--- src/hw/spie_params.svh ---
// Offsets, field positions, reset values and timing counts of the serial-port event logic.
`ifndef SPIE_PARAMS_SVH
`define SPIE_PARAMS_SVH

// ----------------------------------------------------------------
// Register offsets
// ----------------------------------------------------------------
`define SPIE_OFS_ENABLE     3'h0
`define SPIE_OFS_IDENTITY   3'h1
`define SPIE_OFS_FIFOCTL    3'h2
`define SPIE_OFS_LINECTL    3'h3
`define SPIE_OFS_LINESTAT   3'h4
`define SPIE_OFS_PWREMU     3'h5

// ----------------------------------------------------------------
// Field positions
// ----------------------------------------------------------------
`define SPIE_EN_RXREADY     0
`define SPIE_EN_TXEMPTY     1
`define SPIE_EN_LINESTAT    2
`define SPIE_EN_TIMEOUT     3
`define SPIE_ID_PENDN       0
`define SPIE_ID_CODE_LO     1
`define SPIE_ID_CODE_HI     3
`define SPIE_FC_ENABLE      0
`define SPIE_FC_TRIG_LO     6
`define SPIE_FC_TRIG_HI     7
`define SPIE_LC_WLEN_LO     0
`define SPIE_LC_WLEN_HI     1
`define SPIE_LS_AVAIL       0
`define SPIE_LS_OVERRUN     1
`define SPIE_LS_PARITY      2
`define SPIE_LS_FRAMING     3
`define SPIE_LS_BREAK       4
`define SPIE_LS_TXEMPTY     5
`define SPIE_PWR_PORTRSTN   0

// ----------------------------------------------------------------
// Reset values
// ----------------------------------------------------------------
`define SPIE_RST_ENABLE     4'h0
`define SPIE_RST_FIFOCTL    8'h00
`define SPIE_RST_LINECTL    2'h0
`define SPIE_RST_PORTRSTN   1'b0

// ----------------------------------------------------------------
// Timing counts and receive FIFO trigger levels
// ----------------------------------------------------------------
`define SPIE_BCLK_PER_BIT   16
`define SPIE_CHAR_TIMES     4
`define SPIE_BASE_BITS      8
`define SPIE_TRIG_L0        5'h01
`define SPIE_TRIG_L1        5'h04
`define SPIE_TRIG_L2        5'h08
`define SPIE_TRIG_L3        5'h0e

`endif

--- src/hw/spie_pkg.sv ---
// Types shared by the serial-port event logic.
`default_nettype none

package spie_pkg;

    typedef enum logic [2:0] {
        SRC_NONE     = 3'b000,
        SRC_TXEMPTY  = 3'b001,
        SRC_RXREADY  = 3'b010,
        SRC_LINESTAT = 3'b011,
        SRC_TIMEOUT  = 3'b110
    } spie_src_type;

    typedef enum logic [2:0] {
        TM_IDLE = 3'b001,
        TM_RUN  = 3'b010,
        TM_DONE = 3'b100
    } spie_tmstate_type;

endpackage : spie_pkg

`default_nettype wire

--- src/hw/spie_arbiter.sv ---
// Fixed-priority pick of one interrupt source code from a request vector.
`default_nettype none
`include "spie_params.svh"

module spie_arbiter
    import spie_pkg::*;
(
    input  wire logic [3:0]   reqVec,   // Requests by enable-bit position
    output spie_src_type      winCode,  // Code of the winning source
    output logic              winAny    // Some request present
);

    // Line status beats both receive sources, which beat transmit empty.
    always_comb begin
        winAny  = |reqVec;
        winCode = SRC_NONE;
        if (reqVec[`SPIE_EN_LINESTAT]) begin
            winCode = SRC_LINESTAT;
        end else if (reqVec[`SPIE_EN_TIMEOUT]) begin
            winCode = SRC_TIMEOUT;
        end else if (reqVec[`SPIE_EN_RXREADY]) begin
            winCode = SRC_RXREADY;
        end else if (reqVec[`SPIE_EN_TXEMPTY]) begin
            winCode = SRC_TXEMPTY;
        end
    end

endmodule : spie_arbiter

`default_nettype wire

--- src/hw/spie_char_timer.sv ---
// Four-character-time receive idle timer counted in baud clock ticks.
`default_nettype none
`include "spie_params.svh"

module spie_char_timer
    import spie_pkg::*;
#(
    parameter int CNT_W = 10
) (
    input  wire logic         sys_clk,   // System clock
    input  wire logic         reset,     // Synchronous reset, active high
    input  wire logic         clear,     // Restart the measurement
    input  wire logic         armed,     // FIFO mode and FIFO not empty
    input  wire logic         bclkTick,  // One pulse per 16x baud clock
    input  wire logic [1:0]   wordLen,   // Word length select
    output logic              expired    // One-cycle pulse at time-out
);

    spie_tmstate_type   state_r;
    logic [CNT_W-1:0]   count_r;
    logic [CNT_W-1:0]   limit;

    // Start, data, parity and stop bits, four times over, sixteen ticks each.
    function automatic logic [CNT_W-1:0] idleLimit(input logic [1:0] wlen);
        return CNT_W'((`SPIE_BASE_BITS + int'(wlen)) * `SPIE_CHAR_TIMES
                      * `SPIE_BCLK_PER_BIT);
    endfunction : idleLimit

    assign limit = idleLimit(wordLen);

    always_ff @(posedge sys_clk) begin
        if (reset || clear || !armed) begin
            state_r <= TM_IDLE;
            count_r <= '0;
        end else begin
            unique case (state_r)
                TM_IDLE: begin
                    state_r <= TM_RUN;
                    count_r <= '0;
                end
                TM_RUN: begin
                    if (bclkTick) begin
                        count_r <= count_r + CNT_W'(1);
                        if (count_r + CNT_W'(1) >= limit) begin
                            state_r <= TM_DONE;
                        end
                    end
                end
                TM_DONE: begin
                    state_r <= TM_DONE;
                end
            endcase
        end
    end

    // Pulse only on entry to the done state so one idle period yields one event.
    logic doneSeen_r;
    always_ff @(posedge sys_clk) begin
        if (reset) begin
            doneSeen_r <= 1'b0;
            expired    <= 1'b0;
        end else begin
            doneSeen_r <= (state_r == TM_DONE);
            expired    <= (state_r == TM_DONE) && !doneSeen_r && !clear && armed;
        end
    end

endmodule : spie_char_timer

`default_nettype wire

--- src/hw/spie_top.sv ---
// Interrupt arbiter, status flags and DMA event generation of the serial port.
//
// The implementer's own choices: the address-and-strobe port and the register offsets.
`default_nettype none
`include "spie_params.svh"

module spie_top
    import spie_pkg::*;
#(
    parameter int LEVEL_W = 5
) (
    input  wire logic                sys_clk,      // System clock, 200 MHz
    input  wire logic                reset,        // Synchronous reset, active high
    input  wire logic [2:0]          regAddr,      // Register address
    input  wire logic [7:0]          regWdata,     // Register write data
    input  wire logic                regWrite,     // Write strobe
    input  wire logic                regRead,      // Read strobe
    output logic      [7:0]          regRdata,     // Read data, cycle after strobe
    input  wire logic                txEmptyIn,    // Transmit holding or FIFO empty
    input  wire logic                txLoad,       // Character written to transmit side
    input  wire logic [LEVEL_W-1:0]  rxLevel,      // Receive FIFO fill level
    input  wire logic                rxPush,       // Character entered receive FIFO
    input  wire logic                rxPop,        // Character read from receive FIFO
    input  wire logic                overrunEvt,   // Overrun detected
    input  wire logic                parityEvt,    // Parity error detected
    input  wire logic                framingEvt,   // Framing error detected
    input  wire logic                breakEvt,     // Break detected
    input  wire logic                bclkTick,     // 16x baud clock pulse
    output logic                     cpuIrq,       // Interrupt request, active high
    output logic                     rxDmaEvent,   // Receive DMA event pulse
    output logic                     txDmaEvent,   // Transmit DMA event pulse
    output logic                     portResetN    // Port soft reset, active low
);

    // ----------------------------------------------------------------
    // Software registers
    // ----------------------------------------------------------------
    logic [3:0]          irqEnable_r;
    logic [7:0]          fifoCtl_r;
    logic [1:0]          wordLen_r;
    logic                portSoftResetN_r;
    logic                wrEnable;
    logic                wrFifoCtl;
    logic                wrLineCtl;
    logic                wrPwrEmu;
    logic                lineStatRead;
    logic                fifoMode;
    logic [1:0]          trigSel;

    assign wrEnable     = regWrite && (regAddr == `SPIE_OFS_ENABLE);
    assign wrFifoCtl    = regWrite && (regAddr == `SPIE_OFS_FIFOCTL);
    assign wrLineCtl    = regWrite && (regAddr == `SPIE_OFS_LINECTL);
    assign wrPwrEmu     = regWrite && (regAddr == `SPIE_OFS_PWREMU);
    assign lineStatRead = regRead && (regAddr == `SPIE_OFS_LINESTAT);
    assign fifoMode     = fifoCtl_r[`SPIE_FC_ENABLE];
    assign trigSel      = fifoCtl_r[`SPIE_FC_TRIG_HI:`SPIE_FC_TRIG_LO];

    always_ff @(posedge sys_clk) begin
        if (reset) begin
            irqEnable_r <= `SPIE_RST_ENABLE;
        end else if (wrEnable) begin
            irqEnable_r <= regWdata[3:0];
        end
    end

    always_ff @(posedge sys_clk) begin
        if (reset) begin
            fifoCtl_r <= `SPIE_RST_FIFOCTL;
        end else if (wrFifoCtl) begin
            fifoCtl_r <= regWdata;
        end
    end

    always_ff @(posedge sys_clk) begin
        if (reset) begin
            wordLen_r <= `SPIE_RST_LINECTL;
        end else if (wrLineCtl) begin
            wordLen_r <= regWdata[`SPIE_LC_WLEN_HI:`SPIE_LC_WLEN_LO];
        end
    end

    always_ff @(posedge sys_clk) begin
        if (reset) begin
            portSoftResetN_r <= `SPIE_RST_PORTRSTN;
        end else if (wrPwrEmu) begin
            portSoftResetN_r <= regWdata[`SPIE_PWR_PORTRSTN];
        end
    end

    assign portResetN = portSoftResetN_r;

    // ----------------------------------------------------------------
    // Source conditions
    // ----------------------------------------------------------------
    logic [LEVEL_W-1:0]  trigLevel;
    logic                trigReached;
    logic                rxAvail;
    logic                txEmptyCond;
    logic                rxReadyCond;
    logic                timeout_r;
    logic                timerExpired;
    logic                timerClear;
    logic                timerArmed;

    function automatic logic [LEVEL_W-1:0] trigDecode(input logic [1:0] sel);
        logic [4:0] lvl;
        unique case (sel)
            2'd0: lvl = `SPIE_TRIG_L0;
            2'd1: lvl = `SPIE_TRIG_L1;
            2'd2: lvl = `SPIE_TRIG_L2;
            2'd3: lvl = `SPIE_TRIG_L3;
        endcase
        return LEVEL_W'(lvl);
    endfunction : trigDecode

    assign trigLevel   = trigDecode(trigSel);
    assign rxAvail     = (rxLevel != '0);
    assign trigReached = fifoMode && (rxLevel >= trigLevel);
    // A write in the same cycle already counts as filling the holding side.
    assign txEmptyCond = txEmptyIn && !txLoad;
    assign rxReadyCond = fifoMode ? trigReached : rxAvail;

    // Any FIFO access, port reset or leaving FIFO mode restarts the idle time.
    assign timerClear = rxPush || rxPop || !portSoftResetN_r || !fifoMode;
    assign timerArmed = fifoMode && rxAvail;

    spie_char_timer #(
        .CNT_W    (10)
    ) u_timer (
        .sys_clk  (sys_clk),
        .reset    (reset),
        .clear    (timerClear),
        .armed    (timerArmed),
        .bclkTick (bclkTick),
        .wordLen  (wordLen_r),
        .expired  (timerExpired)
    );

    // The clearing access wins here, since an arriving character ends the idle period.
    always_ff @(posedge sys_clk) begin
        if (reset || timerClear || !timerArmed) begin
            timeout_r <= 1'b0;
        end else if (timerExpired) begin
            timeout_r <= 1'b1;
        end
    end

    // ----------------------------------------------------------------
    // Line status flags
    // ----------------------------------------------------------------
    logic overrun_r;
    logic parity_r;
    logic framing_r;
    logic break_r;
    logic lineStatCond;

    // A detection in the same cycle as the clearing read survives it.
    always_ff @(posedge sys_clk) begin
        if (reset) begin
            overrun_r <= 1'b0;
            parity_r  <= 1'b0;
            framing_r <= 1'b0;
            break_r   <= 1'b0;
        end else begin
            overrun_r <= overrunEvt || (overrun_r && !lineStatRead);
            parity_r  <= parityEvt  || (parity_r  && !lineStatRead);
            framing_r <= framingEvt || (framing_r && !lineStatRead);
            break_r   <= breakEvt   || (break_r   && !lineStatRead);
        end
    end

    assign lineStatCond = overrun_r || parity_r || framing_r || break_r;

    // ----------------------------------------------------------------
    // Arbitration and identity recording
    // ----------------------------------------------------------------
    logic [3:0]    condVec;
    logic [3:0]    enabledVec;
    logic [3:0]    enabledPrev_r;
    logic [3:0]    newVec;
    spie_src_type  newCode;
    logic          newAny;
    spie_src_type  srcCode_r;
    logic          pendingN_r;

    always_comb begin
        condVec = '0;
        condVec[`SPIE_EN_RXREADY]  = rxReadyCond;
        condVec[`SPIE_EN_TXEMPTY]  = txEmptyCond;
        condVec[`SPIE_EN_LINESTAT] = lineStatCond;
        condVec[`SPIE_EN_TIMEOUT]  = timeout_r;
    end

    assign enabledVec = condVec & irqEnable_r;
    assign newVec     = enabledVec & ~enabledPrev_r;

    spie_arbiter u_arb (
        .reqVec  (newVec),
        .winCode (newCode),
        .winAny  (newAny)
    );

    function automatic logic codeActive(input spie_src_type code, input logic [3:0] vec);
        logic act;
        unique case (code)
            SRC_NONE:     act = 1'b0;
            SRC_TXEMPTY:  act = vec[`SPIE_EN_TXEMPTY];
            SRC_RXREADY:  act = vec[`SPIE_EN_RXREADY];
            SRC_LINESTAT: act = vec[`SPIE_EN_LINESTAT];
            SRC_TIMEOUT:  act = vec[`SPIE_EN_TIMEOUT];
            default:      act = 1'b0;
        endcase
        return act;
    endfunction : codeActive

    always_ff @(posedge sys_clk) begin
        if (reset) begin
            enabledPrev_r <= '0;
        end else begin
            enabledPrev_r <= enabledVec;
        end
    end

    always_ff @(posedge sys_clk) begin
        if (reset) begin
            srcCode_r <= SRC_NONE;
        end else if (newAny) begin
            srcCode_r <= newCode;
        end else if (!codeActive(srcCode_r, enabledVec)) begin
            srcCode_r <= SRC_NONE;
        end
    end

    always_ff @(posedge sys_clk) begin
        if (reset) begin
            pendingN_r <= 1'b1;
            cpuIrq     <= 1'b0;
        end else begin
            pendingN_r <= ~|enabledVec;
            cpuIrq     <= |enabledVec;
        end
    end

    // ----------------------------------------------------------------
    // DMA events
    // ----------------------------------------------------------------
    logic trigPrev_r;
    logic txEmptyPrev_r;
    logic releaseEvt;

    // Only a 0 to 1 write of the port reset bit counts as a release.
    assign releaseEvt = wrPwrEmu && regWdata[`SPIE_PWR_PORTRSTN] && !portSoftResetN_r;

    always_ff @(posedge sys_clk) begin
        if (reset) begin
            trigPrev_r    <= 1'b0;
            txEmptyPrev_r <= 1'b0;
        end else begin
            trigPrev_r    <= trigReached;
            txEmptyPrev_r <= txEmptyIn;
        end
    end

    always_ff @(posedge sys_clk) begin
        if (reset) begin
            rxDmaEvent <= 1'b0;
            txDmaEvent <= 1'b0;
        end else begin
            rxDmaEvent <= fifoMode && portSoftResetN_r
                          && ((trigReached && !trigPrev_r) || timerExpired);
            txDmaEvent <= fifoMode
                          && ((portSoftResetN_r && txEmptyIn && !txEmptyPrev_r)
                              || releaseEvt);
        end
    end

    // ----------------------------------------------------------------
    // Read port
    // ----------------------------------------------------------------
    logic [7:0] rdMux;

    always_comb begin
        rdMux = 8'h00;
        unique case (regAddr)
            `SPIE_OFS_ENABLE: begin
                rdMux[3:0] = irqEnable_r;
            end
            `SPIE_OFS_IDENTITY: begin
                rdMux[`SPIE_ID_PENDN] = pendingN_r;
                rdMux[`SPIE_ID_CODE_HI:`SPIE_ID_CODE_LO] = srcCode_r;
            end
            `SPIE_OFS_FIFOCTL: begin
                rdMux = fifoCtl_r;
            end
            `SPIE_OFS_LINECTL: begin
                rdMux[`SPIE_LC_WLEN_HI:`SPIE_LC_WLEN_LO] = wordLen_r;
            end
            `SPIE_OFS_LINESTAT: begin
                rdMux[`SPIE_LS_AVAIL]   = rxAvail;
                rdMux[`SPIE_LS_OVERRUN] = overrun_r;
                rdMux[`SPIE_LS_PARITY]  = parity_r;
                rdMux[`SPIE_LS_FRAMING] = framing_r;
                rdMux[`SPIE_LS_BREAK]   = break_r;
                rdMux[`SPIE_LS_TXEMPTY] = txEmptyIn;
            end
            `SPIE_OFS_PWREMU: begin
                rdMux[`SPIE_PWR_PORTRSTN] = portSoftResetN_r;
            end
            default: begin
                rdMux = 8'h00;
            end
        endcase
    end

    // Data is held only in the cycle after the strobe; otherwise zero.
    always_ff @(posedge sys_clk) begin
        if (reset) begin
            regRdata <= 8'h00;
        end else if (regRead) begin
            regRdata <= rdMux;
        end else begin
            regRdata <= 8'h00;
        end
    end

endmodule : spie_top

`default_nettype wire

--- config.mk ---
export PLATFORM = sky130hd
export DESIGN_NAME = spie_top
export DESIGN_NICKNAME = d
export VERILOG_FILES = /design/src/hw/spie_pkg.sv /design/src/hw/spie_arbiter.sv /design/src/hw/spie_char_timer.sv /design/src/hw/spie_top.sv
export VERILOG_INCLUDE_DIRS = /design/src /design/src/hw
export SDC_FILE = /design/constraint.sdc
export NUM_CORES = 1
export LEC_CHECK = 0
export BUFFER_PORTS_ARGS = -buffer_cell sky130_fd_sc_hd__buf_4
export CORE_MARGIN = 2
export CORE_UTILIZATION = 50
export DETAILED_ROUTE_END_ITERATION = 16
export GPL_TIMING_DRIVEN = 0
export PLACE_DENSITY = 0.74
export REMOVE_ABC_BUFFERS = 1
export SYNTH_ARGS = -nofsm -noshare
export SYNTH_HDL_FRONTEND = slang
export SYNTH_SLANG_ARGS = --single-unit
export TNS_END_PERCENT = 10
--- constraint.sdc ---
create_clock -name sys_clk -period 2.83 [get_ports sys_clk]
set_input_delay 0.4245 -clock sys_clk [delete_from_list [all_inputs] [get_ports sys_clk]]
set_output_delay 0.4245 -clock sys_clk [all_outputs]
set_load 0.05 [all_outputs]
==> flow_metrics.tcl <==
set metrics [dict create \
    period_share_pct 81.5 \
    dieArea_um2 5820 \
    max_slew.worst_pin.slew_ps 744 \
    cts-buffers-inserted 5 \
    grt_antenna_before_repair 0 \
    ys.flop_type "dfxtp_1" \
    ys_seq_area_share_pct 42.9 \
    viasPerCell 5.46 \
    area_growth_pct 15.5 \
    drv_cap 0 \
    port_buffers 40 \
    fillers 491 \
    dp_hpwl_mm 4.07 \
    grt_first_pass_wirelength_mm 9.69 \
    grt_start_max_net_pins 33 \
    first_global_vias 2128 \
    hold_viol 0 \
    fin_nets 371 \
    track_usage_pct 20.2 \
    hp-class "input port to register" \
    dr.pass1.iters 4 \
    yosysUniqueCellTypes 53 \
    postRouteWirelength_mm 5.60 \
    gp_congestion 0.879 \
    post_cts_buffers 0 \
    cts.sinks 56 \
    synth_edf_count 0 \
    ir_drop_v 0.000347 \
    drive_gt1_share_pct 17.3 \
    vias 2210 \
    cts.reportedPaths.clkPinSlew_ps 100 \
    fin_skew_ps 5.95 \
    yosysWarnings 0 \
    crit_path_max_fanout 7 \
    io_pins 41 \
    syn-mean-instance-area_um2 8.69 \
    run_status "finished clean" \
    switching_power_mw 0.319 \
    dp.cells 397 \
    antenna_cells 0 \
    grt_remaining_overflow 0 \
    startpoint_type "register" \
    seq_area_um2 1120 \
    clockPowerShare_pct 31.4 \
    cts_max_level 2 \
    core_area_um2 5070 \
    relSlewSlack_pct 49.7 \
    syn_area_um2 2620 \
    setup_violations 0 \
    drtAntennaViolNets 0 \
    pwr-share-seq_pct 59.9 \
    multiInputGateArea_um2 1380 \
    finalSetupTns_ps 0 \
    worstPathArrival_ps 2480 \
    timing.critical_path.required_ps 3010 \
    p_leak_nw 1.17 \
    floorplan.initialDensity_pct 51.5 \
    fp.dieH_um 76.3 \
    cts_hold_buf 0 \
    synth_cells 301 \
    power.density_nw_per_um2 447 \
    fin_hold_ws_ps 300 \
    cts_buffer_depth 2 \
    fin_crit_ps 2310 \
    maxSlewViolCount 0 \
    cts_resized 0 \
    avgRoutedWirePerCell_um 13.8 \
    rows 26 \
    switching_share_pct 23.6 \
    rsz0062_at_grt "false" \
    ys_seq_elements 56 \
    drt_iter0_drc 123 \
    path_class "register to register" \
    internal_power_mw 1.03 \
    finalPower_mw 1.35 \
    die_w_um 76.3 \
    cts_tree "done" \
    stdcell_count 405 \
    comb_power_share_pct 8.7 \
    root_buffer "clkbuf_8" \
    drc_errors 0 \
    fmax_ghz 0.434 \
    utilization_pct 59.5 \
    async_flop_share_pct 0 \
    endpoint_kind "register" \
    clock_latency_ps 300 \
]
flip-flops by register name, summed over array words and instances, names as in the netlist, 2 cells and up:
| signal | count |
|---|---|
| irqEnable_r | 4 |
| wordLen_r | 2 |
| enabledPrev_r | 4 |
| srcCode_r | 3 |
| u_timer.state_r | 3 |
| regRdata | 8 |
| fifoCtl_r | 8 |
| u_timer.count_r | 10 |
layout make-up:
type	instances	share of cell area, %
Clock buffer	7	2.53
Clock inverter	1	0.290
Inverter	12	1.49
Multi-Input combinational cell	219	45.7
Sequential cell	56	37.1
Tap cell	70	2.90
Timing Repair Buffer	40	9.94
cell usage after synthesis, drive strengths merged, types with 2 or more instances:
master	n	area (um2)
or4	2	18.8
ha	8	100
nor2b	4	25.0
a21oi	25	125
mux2	2	22.5
nand2	16	60.1
nor2	51	191
nand3	10	50.1
clkbuf	6	22.5
a2111oi	2	23.8
a211oi	3	22.5
o21a	3	22.5
o41ai	2	17.5
xnor2	2	17.5
and3b	3	26.3
mux2i	14	140
a22oi	2	15.0
nor3b	7	57.6
a31oi	3	18.8
nand3b	4	30.0
nand4	3	18.8
dfxtp	56	1120
nor3	9	56.3
xor2	4	35.0
buf	8	45.0
o21ai	14	73.8
nand2b	5	31.3
nor4	3	18.8
inv	12	45.0
and2	2	12.5
per-stage QoR:
stage | area (um2) | setup slack, ps
after floorplan | 2550 | 843
after global placement | 2940 | 583
after detailed placement | 2940 | 519
after CTS | 3020 | 509
after global routing | 3020 | 293
final | 3020 | 525
placed cells by master, fill, tap and decap left out, types with 3 or more instances in the layout:
cell type	instances
ha_1	8
nand2b_1	5
nand3_1	10
xor2_1	4
buf_4	40
a21oi_1	25
nand3b_1	4
dfxtp_1	56
nor2b_1	4
o21ai_0	13
nand2_1	16
nor4_1	3
o21a_1	3
nor3b_1	6
nor3_1	8
mux2i_1	14
a211oi_1	3
a31oi_1	3
inv_1	12
and3b_1	3
clkbuf_8	5
nor2_1	51
nand4_1	3
critical path, cell delays in order (launching register included):
cell      delay, ps
dfxtp_1         460
ha_1            330
nand2_1         150
xor2_1          170
ha_1            280
nand2_1          50
o41ai_1         280
a311oi_1        170
o21a_1          200
nor2b_1         120
power by group through the flow:
| stage | sequential, mW | combinational (mW) | clock, mW |
|---|---|---|---|
| after floorplan | 0.832 | 0.0466 | 0 |
| after detailed placement | 0.828 | 0.117 | 0 |
| after global placement | 0.828 | 0.114 | 0 |
| after global routing | 0.811 | 0.130 | 0.463 |
| after CTS | 0.809 | 0.118 | 0.434 |
| final | 0.809 | 0.118 | 0.424 |
worst paths after layout:
kind	start	to	slack, ps	cells past startpoint
worst min-delay path	txLoad	enabledPrev_r[1]	300	2
worst max register to register	u_timer.count_r[0]	u_timer.state_r[1]	520	9
worst max-delay path	u_timer.count_r[0]	u_timer.state_r[1]	520	9
worst min register to register	u_timer.doneSeen_r	u_timer.expired	410	1
per-layer routing:
| metal | vias to the layer above | routed length [um] | track usage (%) |
|---|---|---|---|
| met1 | 1030 | 2760 | 27.6 |
| met2 | 42 | 2610 | 33.5 |
| met4 | 0 | 38 | 3.82 |
| met3 | 5 | 199 | 3.91 |
| met5 | - | 0 | 0 |
| li1 | 1133 | - | - |
cells by family (layout without fill, tap and decap cells):
logic type,after synthesis,after routing,synth area share (%)
AOI/OAI and AO/OA,65,65,16.3
xor gates and xnor gates,6,6,2.01
adders and majority gates,8,8,3.83
buffers and inverters,26,60,4.31
DFF,56,56,42.9
muxes,16,16,6.22
and+or+nand+nor,124,124,24.5
(Power assumes the default switching activity.)
